## src/pkg/gpio_fall_pkg.sv

```systemverilog
// constants, register map and carrier types for the falling-edge / high-mask block
package gpio_fall_pkg;
    localparam int PIN_COUNT = 16;
    localparam int ADDR_W = 4;
    localparam int DATA_W = 32;
    localparam logic [ADDR_W-1:0] ADDR_FALL_FLAGS = 4'h0;
    localparam logic [ADDR_W-1:0] ADDR_HIGH_MASK = 4'h1;
    localparam logic [ADDR_W-1:0] ADDR_RISE_FLAGS = 4'h2;
    localparam logic [ADDR_W-1:0] ADDR_PIN_LEVEL = 4'h3;
    localparam logic [ADDR_W-1:0] ADDR_PIN_ENABLE = 4'h4;
    localparam logic [ADDR_W-1:0] ADDR_PIN_DIR = 4'h5;
    localparam logic [ADDR_W-1:0] ADDR_IRQ_STATUS = 4'h6;
    localparam logic [ADDR_W-1:0] ADDR_IRQ_MASK = 4'h7;
    localparam logic [ADDR_W-1:0] ADDR_MODE = 4'h8;
    localparam logic [15:0] FLAGS_RESET = 16'h0000;
    localparam logic [15:0] MASK_RESET = 16'h0000;
    localparam logic [DATA_W-1:0] READ_ZERO = 32'h0000_0000;
    // status bit positions of the sticky interrupt register
    localparam int STAT_FALL = 0;
    localparam int STAT_RISE = 1;
    localparam int STAT_EVENT = 2;
    localparam int STAT_W = 3;
    // mode select: edge flags or latched level gated by the high mask
    localparam logic MODE_EDGE = 1'b0;
    localparam logic MODE_LEVEL = 1'b1;

    typedef struct packed {
        logic [ADDR_W-1:0] addr;
        logic [DATA_W-1:0] wdata;
        logic wr;
        logic rd;
    } bus_req_t;
endpackage

```

## src/rtl/gpio_fall_detect_high_mask.sv

```systemverilog
// falling-edge flags, high-side mask and pin-qualified event generation
//
// Our own choices: the address map and the plain strobed port.
`timescale 1ns/10ps

// How it works
// - a high-to-low transition on a pin sets its falling-edge flag.
// - falling flags sit in bits 15..0; detection only on enabled input pins.
// - output pins keep their falling-edge flag unchanged.
// - writing one clears a flag bit; writing zero leaves it alone.
// - bits 31..16 of flag and mask registers read zero, ignore writes.
// - flags and mask reset to zero and are software readable and writable.
// - a zero mask bit blocks that pin from event_out and the event status bit; fall and rise status still set.
// - a one mask bit allows events from rising flag or latched value.
// - the selected interrupt mode decides if an allowed event is produced.
// - mask bits sit in bits 15..0 and act only on enabled input pins.
// - a sticky rising-edge flag per pin is set on low-to-high transitions.
// - an input pin's level is latched into its value bit.
// - direction zero means input, one output, only when the pin is enabled.
module gpio_fall_detect_high_mask
    import gpio_fall_pkg::*;
#(
    parameter int PINS = PIN_COUNT
)
(
    // clock and reset
    input wire logic clk,
    input wire logic sys_rst,
    // register port
    input wire logic [gpio_fall_pkg::ADDR_W-1:0] reg_addr,
    input wire logic [gpio_fall_pkg::DATA_W-1:0] reg_wdata,
    input wire logic reg_wr,
    input wire logic reg_rd,
    output logic [gpio_fall_pkg::DATA_W-1:0] reg_rdata,
    // pins
    input wire logic [PINS-1:0] general_pin,
    // outputs
    output logic event_out,
    output logic irq
);
    import gpio_fall_pkg::*;

    bus_req_t req;
    logic [PINS-1:0] sync1, sync2, prev;
    logic [PINS-1:0] fall_flag_bits, next_fall_flag_bits;
    logic [PINS-1:0] rise_flag_bits, next_rise_flag_bits;
    logic [PINS-1:0] high_mask_bits, next_high_mask_bits;
    logic [PINS-1:0] pin_level_bits, next_pin_level_bits;
    logic [PINS-1:0] pin_enable_bits, next_pin_enable_bits;
    logic [PINS-1:0] pin_direction_bits, next_pin_direction_bits;
    logic [STAT_W-1:0] irq_status, next_irq_status;
    logic [STAT_W-1:0] irq_mask, next_irq_mask;
    logic mode, next_mode;
    logic event_out_r, next_event_out;
    logic irq_r, next_irq;
    logic [DATA_W-1:0] rdata, next_rdata;
    logic [PINS-1:0] is_input, fell, rose, wr_fall_clr, wr_rise_clr;
    logic any_fall, any_rise, ev;

    assign req = '{addr: reg_addr, wdata: reg_wdata, wr: reg_wr, rd: reg_rd};

    // two-stage synchroniser, then a third stage as the previous sample
    always_ff @(posedge clk or posedge sys_rst)
    begin
        if (sys_rst)
        begin
            sync1 <= '0;
            sync2 <= '0;
            prev <= '0;
        end
        else
        begin
            sync1 <= general_pin;
            sync2 <= sync1;
            prev <= sync2;
        end
    end

    // per-pin edge detection and write-one-to-clear strobes
    genvar g;
    generate
        for (g = 0; g < PINS; g++)
        begin : g_pin
            // direction only counts while the pin is enabled
            assign is_input[g] = pin_enable_bits[g]
                && !pin_direction_bits[g];
            assign fell[g] = is_input[g] && prev[g]
                && !sync2[g];
            assign rose[g] = is_input[g] && !prev[g]
                && sync2[g];
            assign wr_fall_clr[g] = req.wr && req.addr == ADDR_FALL_FLAGS
                && req.wdata[g];
            assign wr_rise_clr[g] = req.wr && req.addr == ADDR_RISE_FLAGS
                && req.wdata[g];
        end
    endgenerate

    assign any_fall = |fell;
    assign any_rise = |rose;

    always_comb
    begin
        next_fall_flag_bits = fall_flag_bits;
        next_rise_flag_bits = rise_flag_bits;
        next_high_mask_bits = high_mask_bits;
        next_pin_level_bits = pin_level_bits;
        next_pin_enable_bits = pin_enable_bits;
        next_pin_direction_bits = pin_direction_bits;
        next_irq_status = irq_status;
        next_irq_mask = irq_mask;
        next_mode = mode;
        next_rdata = READ_ZERO;
        ev = 1'b0;

        // clear first, then set so a same-cycle edge wins
        next_fall_flag_bits = (fall_flag_bits & ~wr_fall_clr)
            | fell;
        next_rise_flag_bits = (rise_flag_bits & ~wr_rise_clr)
            | rose;

        // output pins keep the value software last wrote
        next_pin_level_bits = (pin_level_bits & ~is_input)
            | (sync2 & is_input);

        if (req.wr)
        begin
            case (req.addr)
                ADDR_HIGH_MASK:
                    next_high_mask_bits = req.wdata[PINS-1:0];
                ADDR_PIN_LEVEL:
                    next_pin_level_bits = (req.wdata[PINS-1:0] & ~is_input)
                        | (sync2 & is_input);
                ADDR_PIN_ENABLE:
                    next_pin_enable_bits = req.wdata[PINS-1:0];
                ADDR_PIN_DIR:
                    next_pin_direction_bits = req.wdata[PINS-1:0];
                ADDR_IRQ_MASK:
                    next_irq_mask = req.wdata[STAT_W-1:0];
                ADDR_MODE:
                    next_mode = req.wdata[0];
                default:
                    next_mode = mode;
            endcase
        end

        // mask gates each pin; mode picks edge or level source
        case (mode)
            MODE_EDGE:
                ev = |(high_mask_bits & is_input
                    & rise_flag_bits);
            MODE_LEVEL:
                ev = |(high_mask_bits & is_input
                    & pin_level_bits);
            default:
                ev = 1'b0;
        endcase

        // sticky status: write-one-to-clear, new event wins
        if (req.wr && req.addr == ADDR_IRQ_STATUS)
            next_irq_status = irq_status & ~req.wdata[STAT_W-1:0];
        if (any_fall)
            next_irq_status[STAT_FALL] = 1'b1;
        if (any_rise)
            next_irq_status[STAT_RISE] = 1'b1;
        if (ev)
            next_irq_status[STAT_EVENT] = 1'b1;

        if (req.rd)
        begin
            case (req.addr)
                ADDR_FALL_FLAGS:
                    next_rdata = {{(DATA_W-PINS){1'b0}},
                        fall_flag_bits};
                ADDR_HIGH_MASK:
                    next_rdata = {{(DATA_W-PINS){1'b0}}, high_mask_bits};
                ADDR_RISE_FLAGS:
                    next_rdata = {{(DATA_W-PINS){1'b0}}, rise_flag_bits};
                ADDR_PIN_LEVEL:
                    next_rdata = {{(DATA_W-PINS){1'b0}}, pin_level_bits};
                ADDR_PIN_ENABLE:
                    next_rdata = {{(DATA_W-PINS){1'b0}}, pin_enable_bits};
                ADDR_PIN_DIR:
                    next_rdata = {{(DATA_W-PINS){1'b0}}, pin_direction_bits};
                ADDR_IRQ_STATUS:
                    next_rdata = {{(DATA_W-STAT_W){1'b0}}, irq_status};
                ADDR_IRQ_MASK:
                    next_rdata = {{(DATA_W-STAT_W){1'b0}}, irq_mask};
                ADDR_MODE:
                    next_rdata = {{(DATA_W-1){1'b0}}, mode};
                default:
                    next_rdata = READ_ZERO;
            endcase
        end

        next_event_out = ev;
        next_irq = |(next_irq_status & next_irq_mask);
    end

    always_ff @(posedge clk or posedge sys_rst)
    begin
        if (sys_rst)
        begin
            fall_flag_bits <= FLAGS_RESET;
            rise_flag_bits <= FLAGS_RESET;
            high_mask_bits <= MASK_RESET;
            pin_level_bits <= '0;
            pin_enable_bits <= '0;
            pin_direction_bits <= '0;
            irq_status <= '0;
            irq_mask <= '0;
            mode <= MODE_EDGE;
            rdata <= READ_ZERO;
            event_out_r <= 1'b0;
            irq_r <= 1'b0;
        end
        else
        begin
            fall_flag_bits <= next_fall_flag_bits;
            rise_flag_bits <= next_rise_flag_bits;
            high_mask_bits <= next_high_mask_bits;
            pin_level_bits <= next_pin_level_bits;
            pin_enable_bits <= next_pin_enable_bits;
            pin_direction_bits <= next_pin_direction_bits;
            irq_status <= next_irq_status;
            irq_mask <= next_irq_mask;
            mode <= next_mode;
            rdata <= next_rdata;
            event_out_r <= next_event_out;
            irq_r <= next_irq;
        end
    end

    assign reg_rdata = rdata;
    assign event_out = event_out_r;
    assign irq = irq_r;
endmodule

```

## config.mk

```make
export PLATFORM = sky130hd
export DESIGN_NAME = gpio_fall_detect_high_mask
export DESIGN_NICKNAME = d
export VERILOG_FILES = /design/src/pkg/gpio_fall_pkg.sv /design/src/rtl/gpio_fall_detect_high_mask.sv
export SDC_FILE = /design/constraint.sdc
export NUM_CORES = 1
export LEC_CHECK = 0
export ABC_AREA = 1
export BUFFER_PORTS_ARGS = -buffer_cell sky130_fd_sc_hd__buf_4
export CAP_MARGIN = 20
export CORE_MARGIN = 5
export CORE_UTILIZATION = 50
export DETAILED_ROUTE_END_ITERATION = 8
export PLACE_DENSITY = 0.79
export SYNTH_ARGS = -nofsm -noshare
export SYNTH_HDL_FRONTEND = slang
export SYNTH_SLANG_ARGS = --single-unit
```

## constraint.sdc

```tcl
create_clock -name clk -period 13.8 [get_ports clk]
set_input_delay 1.38 -clock clk [delete_from_list [all_inputs] [get_ports clk]]
set_output_delay 1.38 -clock clk [all_outputs]
set_load 0.005 [all_outputs]
```

==> results of run 1 <==
-- synth_stat cells, drive strengths merged --
cell type and instances:
o21bai 2, conb 1, a41oi 5, nor2 72
o22ai 11, inv 106, a22o 2, o21ai 112
nand3 42, o31ai 2, nand4 18, dfrtp 169
o221ai 2, o2bb2ai 4, a211oi 2, a31oi 1
nor3 7, nand2 234, a21oi 29, buf 30
clkbuf 6
-- routing by layer --
| layer | share of wire | track usage | vias up |
|---|---|---|---|
| met2 | 0.49 | 0.368 | 285 |
| met4 | 0.021 | 0.0817 | 0 |
| met1 | 0.41 | 0.308 | 2902 |
| met5 | 0 | 0 | - |
| li1 | - | - | 2855 |
| met3 | 0.080 | 0.0543 | 47 |
-- final cells by class --
class,count,area (sq um)
Inverter,106,405
Fill cell,1247,6010
Clock buffer,18,429
Sequential cell,169,4230
Tap cell,184,230
Multi-Input combinational cell,561,2540
Clock inverter,14,196
Timing Repair Buffer,59,443
-- flip-flops by register name, summed over array words and instances, names as in the netlist --
signal	cells
pin_level_bits	16
pin_enable_bits	16
pin_direction_bits	16
irq_mask	3
irq	1
high_mask_bits	16
rise_flag_bits	16
event_out	1
mode	1
prev	16
reg_rdata	16
fall_flag_bits	16
sync2	16
sync1	16
irq_status	3
-- per-stage QoR --
step,cell area [sq um],power [mW],cells,hold WS (ns),setup WS (ns)
floorplan,7380,0.800,872,0.331,7.84
global placement,7850,0.862,1079,0.333,10.47
detailed placement,7850,0.873,1079,0.335,10.41
CTS,8470,1.38,1111,0.349,10.83
global route,8470,1.44,1111,0.355,10.59
finish,8470,1.38,1111,0.342,10.78
-- how the worst max path moves through the flow --
stage | to | slack (ns)
2_1_floorplan | event_out | 7.84
3_3_place_gp | high_mask_bits[10] | 10.47
3_5_place_dp | high_mask_bits[0] | 10.41
4_1_cts | high_mask_bits[0] | 10.83
5_1_grt | high_mask_bits[5] | 10.59
6_report | high_mask_bits[2] | 10.78
-- kinds of logic after synthesis --
kind of cell,count (synthesis),synth area share
AOI/OAI and AO/OA,172,0.128
buffers and inverters,142,0.0842
DFF,169,0.577
other,1,0.000512
and+or+nand+nor,373,0.210
-- power by group --
part | leakage, nW | switching, mW | internal, mW | total [mW]
clock | 0.302 | 0.200 | 0.304 | 0.504
sequential | 2.00 | 0.0670 | 0.587 | 0.654
combinational | 1.88 | 0.138 | 0.0810 | 0.219
==> results.cfg, run 1 <==
[run_status]
status = finished, final reports clean

[worst_setup_path]
path_depth = 6
critPathArrivalTime_ns = 3.33
critPathLaunchType = input pin
startpoint = reg_addr[3]
critical-path-max-stage-delay_ns = 0.75
slowest_stage = nand2_1
worstSetupPathType = input pin to flip-flop
cpMostUsedCell = nand2_1
r2r_cells = 10
worstPathMaxFanout = 32
r2r_setup_slack_ns = 12.07
required_ns = 14.12
crit_family = simple AND/OR/NAND/NOR gates
path_cells = buf_4 -> nor2_2 -> nand2_1 -> inv_2 -> nand2_1 -> o21ai_0
worst-path-buf-inv = 2
cp-end-kind = flip-flop
rr_startpoint = pin_enable_bits[8]
rr_endpoint = irq

[sta]
fin_skew_ns = 0.00899
setup_viol = 0
report.final.slew_viol_count = 0
fin_crit_ns = 3.02
tightest_slew_ns = 1.07
hold_violations = 0
rsz0062_at_grt = no
period_share = 0.219
maxSlewHeadroom = 0.284
fmax_mhz = 332
tns_ns = 0

[placement]
hpwl_um = 12200
port_buffers = 57
gp_congestion = 0.884

[hold_path]
holdPathStages = 0
holdPathEnd = sync2[1]
hp-class = flip-flop to flip-flop
min_from = sync1[1]

[global_routing]
grt_pass1_vias = 5917
antenna_found_initial = 0
gr-total-overflow = 0
grt_usage = 0.230
grt_max_degree = 100
grt_pass1_wl_um = 30000

[cts]
htreeDepth = 4
cts_num_sinks = 169
cts.path.max_buffers = 2
hold_buffers = 0
clk_pin_slew_worst_paths_ns = 0.07
numCtsBuffers = 17
cts_root_buf = clkbuf_16
cts_setup_buffers = 0
tritoncts = yes
cts_resized = 0
clk_latency_ns = 0.43

[synthesis]
post_synth_num_cell_types = 29
synth_area_sq_um = 7330
synth_seq_cells = 169
synth.avg_cell_area_sq_um = 8.55
synth-seq-area-share = 0.577
yosys-top-cells-area = dfrtp_1 58%, nand2_1 12%, o21ai_0 7.0%
yosys.area.top_type_share = 0.577
synth_cells = 857
synth_warnings = 0
synth_area_leader_cell = dfrtp_1

[power_and_ir_drop]
p_per_area_nw_per_um2 = 163
leakage_nw = 4.18
peakVddDrop_v = 0.000100

[route]
drt_first_iter_violations = 774
wire_per_inst_um = 17.0
drt_first_pass_iters = 5
routed_via_density = 5.48
final_antenna_net_count = 0
vias = 6089
drc = 0
finalWirelength_um = 18800

[final_layout]
diodes = 0
postLayoutCoreUtil = 0.585
mostFrequentLayoutCells = 228 x nand2_1, 169 x dfrtp_1, 102 x o21ai_0, 101 x inv_1, 69 x nor2_1
area_growth_pct = 15.6
final_common_cell = nand2_1
drive_gt1_frac = 0.112
fin_nets = 970

[floorplanning]
die_w_um = 131
core-area_sq_um = 14500
fp-row-count = 44
dieArea_sq_um = 17200
pin_count = 90
start_util = 0.506
die_height_um = 131

[run]
drv_cap = 0
(Power assumes the default switching activity.)
==> run 2, diff against run 1 <==
--- a/config.mk
+++ b/config.mk
@@ -5,7 +5,7 @@
 export SDC_FILE = /design/constraint.sdc
 export NUM_CORES = 1
 export LEC_CHECK = 0
-export ABC_AREA = 1
+export ABC_AREA = 0
 export BUFFER_PORTS_ARGS = -buffer_cell sky130_fd_sc_hd__buf_4
 export CAP_MARGIN = 20
 export CORE_MARGIN = 5
==> constraint.sdc (replaced) <==
create_clock -name clk -period 2.94 [get_ports clk]
set_input_delay 0.294 -clock clk [delete_from_list [all_inputs] [get_ports clk]]
set_output_delay 0.294 -clock clk [all_outputs]
set_load 0.005 [all_outputs]
==> run 2 against run 1 <==
Non-clock buffer count up 24. Wire length shrank 3.8%. Sequential share of layout area fell by 0.85 points. Clock power rose to 4.7 times the previous value. Cell count fell by 23%. Die area decreased by 0.84%. Synthesized cell count fell by 33%. Sequential power grew to 5.0 times the previous value. Final area rose by 1.7%. Via count fell by 14%. Critical path type is now flip-flop to flip-flop. Largest power group unchanged. Highest routed layer unchanged.
==> results.cfg, run 2 <==
[global_routing]
grt_use_met1 = 0.294
antenna_found_initial = 0
grt_busiest_layer = met2
grt_max_degree = 170
grt_pass1_wl_um = 29000
grtUsageMet2 = 0.356
grt_util_met3 = 0.0541
grt_pass1_vias = 5425
gr-total-overflow = 0
grt_usage = 0.226

[synthesis]
synth_xor_xnor_area_share = 0
ys_top_cells_by_count = 169 x dfrtp_1, 57 x nand2_1, 45 x mux2_2
synth.avg_cell_area_sq_um = 12.6
synth_top_family_by_area = simple AND/OR/NAND/NOR gates
yosys.cell_count.top_type = dfrtp_1
synth-main-ff-cell = dfrtp_1
synth-seq-area-share = 0.582
async_flop_share = 1.00
synth_area_leader_cell = dfrtp_1
synth_warnings = 0
synth_mux_area_frac = 0.106
synth-simple-area-share = 0.155
synth_cells = 576
post_synth_num_cell_types = 46
yosys-top-cells-area = dfrtp_1 58%, mux2_2 7.0%, nor4bb_1 4.5%
synth_compound_area_frac = 0.121
yosys.area.top_type_share = 0.582
synth_area_sq_um = 7260
synth_seq_cells = 169
synth_fa_ha_area_frac = 0
synth-edff-count = 0

[final_layout]
area_growth_pct = 18.7
diodes = 0
drive_gt1_frac = 0.230
fin_nets = 711
mostFrequentLayoutCells = 169 x dfrtp_1, 66 x buf_4, 57 x nand2_1, 45 x mux2_2
final_common_cell = dfrtp_1
finalInstanceArea_sq_um = 8620
instances_no_fill = 850
n_fill_cell = 1115

[placement]
gp_congestion = 0.875
port_buffers = 57
place_ws_ns = 1.11
dp_cells = 804
hpwl_um = 11700
placed_area_sq_um = 7840

[power_and_ir_drop]
power_frac_comb = 0.158
internal_power_mw = 4.86
leakage_nw = 3.86
pwr-share-seq = 0.489
power_switching_mw = 1.83
clockPowerShare = 0.352
p_sw_frac = 0.273
p_per_area_nw_per_um2 = 776
power_mw = 6.69
peakVddDrop_v = 0.000430

[route]
finalWirelength_um = 18100
drc = 0
drt_first_pass_iters = 8
wire_per_inst_um = 21.3
vias = 5264
drt_first_iter_violations = 679
routed_via_density = 6.19
final_antenna_net_count = 0

[worst_setup_path]
critPathLaunchType = flip-flop
worstPathMaxFanout = 7
r2r_cells = 5
rr_startpoint = pin_direction_bits[4]
path_cells = and4b_1 -> a31oi_1 -> nand4_1 -> nor4b_1 -> o311ai_1
slowest_stage = dfrtp_1
startpoint = pin_direction_bits[4]
required_ns = 3.22
critical-path-max-stage-delay_ns = 0.45
critPathArrivalTime_ns = 2.16
worstSetupPathType = flip-flop to flip-flop
rr_endpoint = irq
cp-end-kind = flip-flop
r2r_setup_slack_ns = 1.06
crit_family = simple AND/OR/NAND/NOR gates
worst-path-buf-inv = 0

[cts]
clk_latency_ns = 0.43
tritoncts = yes
cts.path.max_buffers = 2
cts_resized = 0
numCtsBuffers = 17
cts_num_sinks = 169
cts_root_buf = clkbuf_16
clk_pin_slew_worst_paths_ns = 0.06
htreeDepth = 4

[floorplanning]
core-area_sq_um = 14400
dieArea_sq_um = 17000
die_w_um = 131
fp-row-count = 44
die_height_um = 131
start_util = 0.505
pin_count = 90

[sta]
tightest_slew_ns = 0.880
fmax_mhz = 531
report.final.slew_viol_count = 0
finalWorstSetupSlack_ns = 1.06
tns_ns = 0
maxSlewHeadroom = 0.414
fin_skew_ns = 0.00815
hold_violations = 0
setup_viol = 0
period_share = 0.640
fin_crit_ns = 1.88
rsz0062_at_grt = no

[run_status]
status = finished, final reports clean

[hold_path]
hp-class = input pin to asynchronous set/reset pin

[run]
drv_cap = 0
[run 2: cell types whose count changed in the layout (fill, tap and decap cells not counted), sizes merged, moves of 24 or more]
cell    change
nand2     -172
inv       -104
o21ai      -93
nor2       -66
a222oi     +30
a21o       +32
nand3      -24
mux2       +53
nor4bb     +33
[run 2: layout make-up]
cell class	instances	area, sq um	share of cell area
clock buffers	22	474	0.0550
clock inverters	8	144	0.0167
inverters	5	22.5	0.00261
multi-input cells	379	2840	0.330
flip-flops and latches	169	4230	0.491
well taps	184	230	0.0267
repair buffers	83	676	0.0784
[run 2: kinds of logic (layout without fill, tap and decap cells)]
family / count (synthesis) / count (layout)
muxes: 70 / 70
other: 1 / 16
AOI/OAI and AO/OA: 119 / 119
buffers and inverters: 43 / 118
and+or+nand+nor: 174 / 174
DFF: 169 / 169
[run 2: worst max-delay path by stage]
stage	depth (start not counted)	slack [ns]	to
after global placement	5	1.11	irq
after detailed placement	5	1.11	irq
after CTS	5	1.10	irq
after floorplan	1	0.49	event_out
final	5	1.06	irq
after global routing	5	0.96	irq
[run 2: metrics by stage]
step	util	hold slack, ns
global placement	0.546	0.333
floorplan	-	0.325
global route	0.600	0.123
finish	0.600	0.105
CTS	0.600	0.120
detailed placement	0.546	0.335
[run 2: timing repair]
item,4_1_cts,5_1_grt
hold buffers,16,0
setup buffers,0,0
hold endpoints to repair,16,0
[run 2: power groups by stage]
stage | logic [mW] | clock network [mW] | registers [mW]
2_1_floorplan | 0.766 | 0 | 3.16
3_3_place_gp | 0.986 | 0 | 3.24
3_5_place_dp | 1.04 | 0 | 3.28
5_1_grt | 1.17 | 2.48 | 3.34
4_1_cts | 1.06 | 2.38 | 3.26
6_report | 1.06 | 2.36 | 3.27
[run 2: metal layers]
metal	routed length, um	share of wire	up-vias
met4	613	0.034	0
li1	-	-	2309
met1	7200	0.40	2634
met5	0	0	-
met3	1510	0.083	54
met2	8810	0.49	267
[run 2: worst register-to-register path, delay by kind of cell, from the launching register on]
family / cells / cell delay, ns
AO/OA/AOI/OAI: 2 / 0.49
flip-flops: 1 / 0.45
AND/OR/NAND/NOR: 3 / 0.81
==> run 3, diff against run 2 <==
==> constraint.sdc (replaced) <==
create_clock -name clk -period 1.81 [get_ports clk]
set_input_delay 0.181 -clock clk [delete_from_list [all_inputs] [get_ports clk]]
set_output_delay 0.181 -clock clk [all_outputs]
set_load 0.005 [all_outputs]
==> run 3 against run 2 <==
Register-to-register slack lost 0.97 ns. Critical endpoint unchanged. Critical path depth grew 1. Global-route usage grew 0.49 points. Combinational power grew 77%. Hold slack lost 0.085 ns. Highest routed layer unchanged. Wire length grew 5.2%. Largest cell class unchanged. Non-clock buffer count grew 21. First-iteration DRC count grew 20%. Via count grew 3.7%. Largest power group unchanged.
==> results.cfg, run 3 (synthesis results as in run 2) <==
[power_and_ir_drop]
leakage_nw = 4.00
clockPowerShare = 0.359
power_frac_comb = 0.167
power_mw = 11.2
peakVddDrop_v = 0.000723
pwr-share-seq = 0.474
power_switching_mw = 3.04
internal_power_mw = 8.19
p_per_area_nw_per_um2 = 1260
p_sw_frac = 0.271

[sta]
report.final.slew_viol_count = 0
finalWorstSetupSlack_ns = 0.0831
fin_skew_ns = 0.00644
fin_crit_ns = 1.73
timing.hold.ws_ns = 0.0208
hold_violations = 0
fmax_mhz = 579
period_share = 0.954
tightest_slew_ns = 0.767
setup_viol = 0
tns_ns = 0
rsz0062_at_grt = no
maxSlewHeadroom = 0.482

[route]
drt_first_iter_violations = 817
drc = 0
routed_via_density = 6.27
vias = 5460
wire_per_inst_um = 21.9
finalWirelength_um = 19100
final_antenna_net_count = 0
drt_first_pass_iters = 8

[final_layout]
drive_gt1_frac = 0.265
finalInstanceArea_sq_um = 8900
n_fill_cell = 1090
area_growth_pct = 22.5
fin_nets = 732
instances_no_fill = 871
mostFrequentLayoutCells = 168 x dfrtp_1, 84 x buf_4, 57 x nand2_1, 45 x mux2_2
diodes = 0
postLayoutCoreUtil = 0.619
final_common_cell = dfrtp_1

[cts]
cts.path.max_buffers = 2
clk_latency_ns = 0.43
cts_num_sinks = 169
cts_root_buf = clkbuf_16
tritoncts = yes
htreeDepth = 4
numCtsBuffers = 17
clk_pin_slew_worst_paths_ns = 0.06

[worst_setup_path]
cp-end-kind = flip-flop
worstPathMaxFanout = 5
rr_startpoint = pin_enable_bits[10]
crit_family = simple AND/OR/NAND/NOR gates
worst-path-buf-inv = 1
startpoint = pin_enable_bits[10]
required_ns = 2.10
slowest_stage = dfrtp_1
worstSetupPathType = flip-flop to flip-flop
critPathArrivalTime_ns = 2.02
critical-path-max-stage-delay_ns = 0.42
path_cells = nor2b_1 -> buf_4 -> a32oi_1 -> nand4_1 -> nor4_4 -> o311ai_1
critPathLaunchType = flip-flop

[global_routing]
antenna_found_initial = 0
grt_use_met1 = 0.296
grt_pass1_vias = 5610
grtUsageMet2 = 0.361
grt_usage = 0.230
grt_busiest_layer = met2
grt_util_met3 = 0.0573
grt_max_degree = 77
grt_pass1_wl_um = 29700
gr-total-overflow = 0

[floorplanning]
die_height_um = 131
pin_count = 90
die_w_um = 131
fp-row-count = 44
core-area_sq_um = 14400
start_util = 0.505
dieArea_sq_um = 17000

[placement]
dp_cells = 823
port_buffers = 57
hpwl_um = 12700
placed_area_sq_um = 8010
place_ws_ns = 0.0616
gp_congestion = 0.854

[hold_path]
hp-class = input pin to flip-flop
min_from = reg_wdata[11]

[run_status]
status = finished, final reports clean

[run]
drv_cap = 0
## run 3: cell types whose count changed in the layout (fill, tap and decap cells not counted), sizes merged
cell	change
dlygate4sd3	+1
bufinv	+1
clkinvlp	+1
clkbuf	+1
buf	+20
clkinv	-3
## run 3: per-layer routing
layer / vias up / wire [um] / part of all wire
met5: - / 0 / 0
met4: 0 / 797 / 0.042
met3: 73 / 1640 / 0.086
met1: 2731 / 7550 / 0.40
li1: 2350 / - / -
met2: 306 / 9100 / 0.48
## run 3: cell type report
class	count	area, sq um	area share
sequential	169	4230	0.475
inverter	5	22.5	0.00253
timing repair buffer	104	861	0.0967
tap	184	230	0.0259
multi-input combinational	379	2890	0.325
clock buffer	23	498	0.0560
clock inverter	7	163	0.0183
## run 3: power by group through the flow
stage / Sequential, mW / Clock, mW / Combinational [mW]
floorplan: 5.13 / 0 / 1.24
global placement: 5.27 / 0 / 1.67
detailed placement: 5.34 / 0 / 1.76
CTS: 5.29 / 4.07 / 1.81
global route: 5.42 / 4.24 / 2.04
finish: 5.32 / 4.03 / 1.88
## run 3: path summary, 6_finish.rpt
path	end	slack, ns	cells past startpoint
setup / recovery	irq	0.08	6
hold / removal	high_mask_bits[11]	0.02	2
setup reg to reg	irq	0.08	6
hold reg to reg	sync2[13]	0.35	0
max in group asynchronous	pin_direction_bits[4]	0.72	4
min in group asynchronous	sync2[8]	0.34	3
## run 3: repair_timing
item	4_1_cts	5_1_grt
endpoints found under the hold margin	31	0
resized for setup	0	9
hold buffers	17	0
setup buffers	0	1
endpoints found under the setup margin	0	3
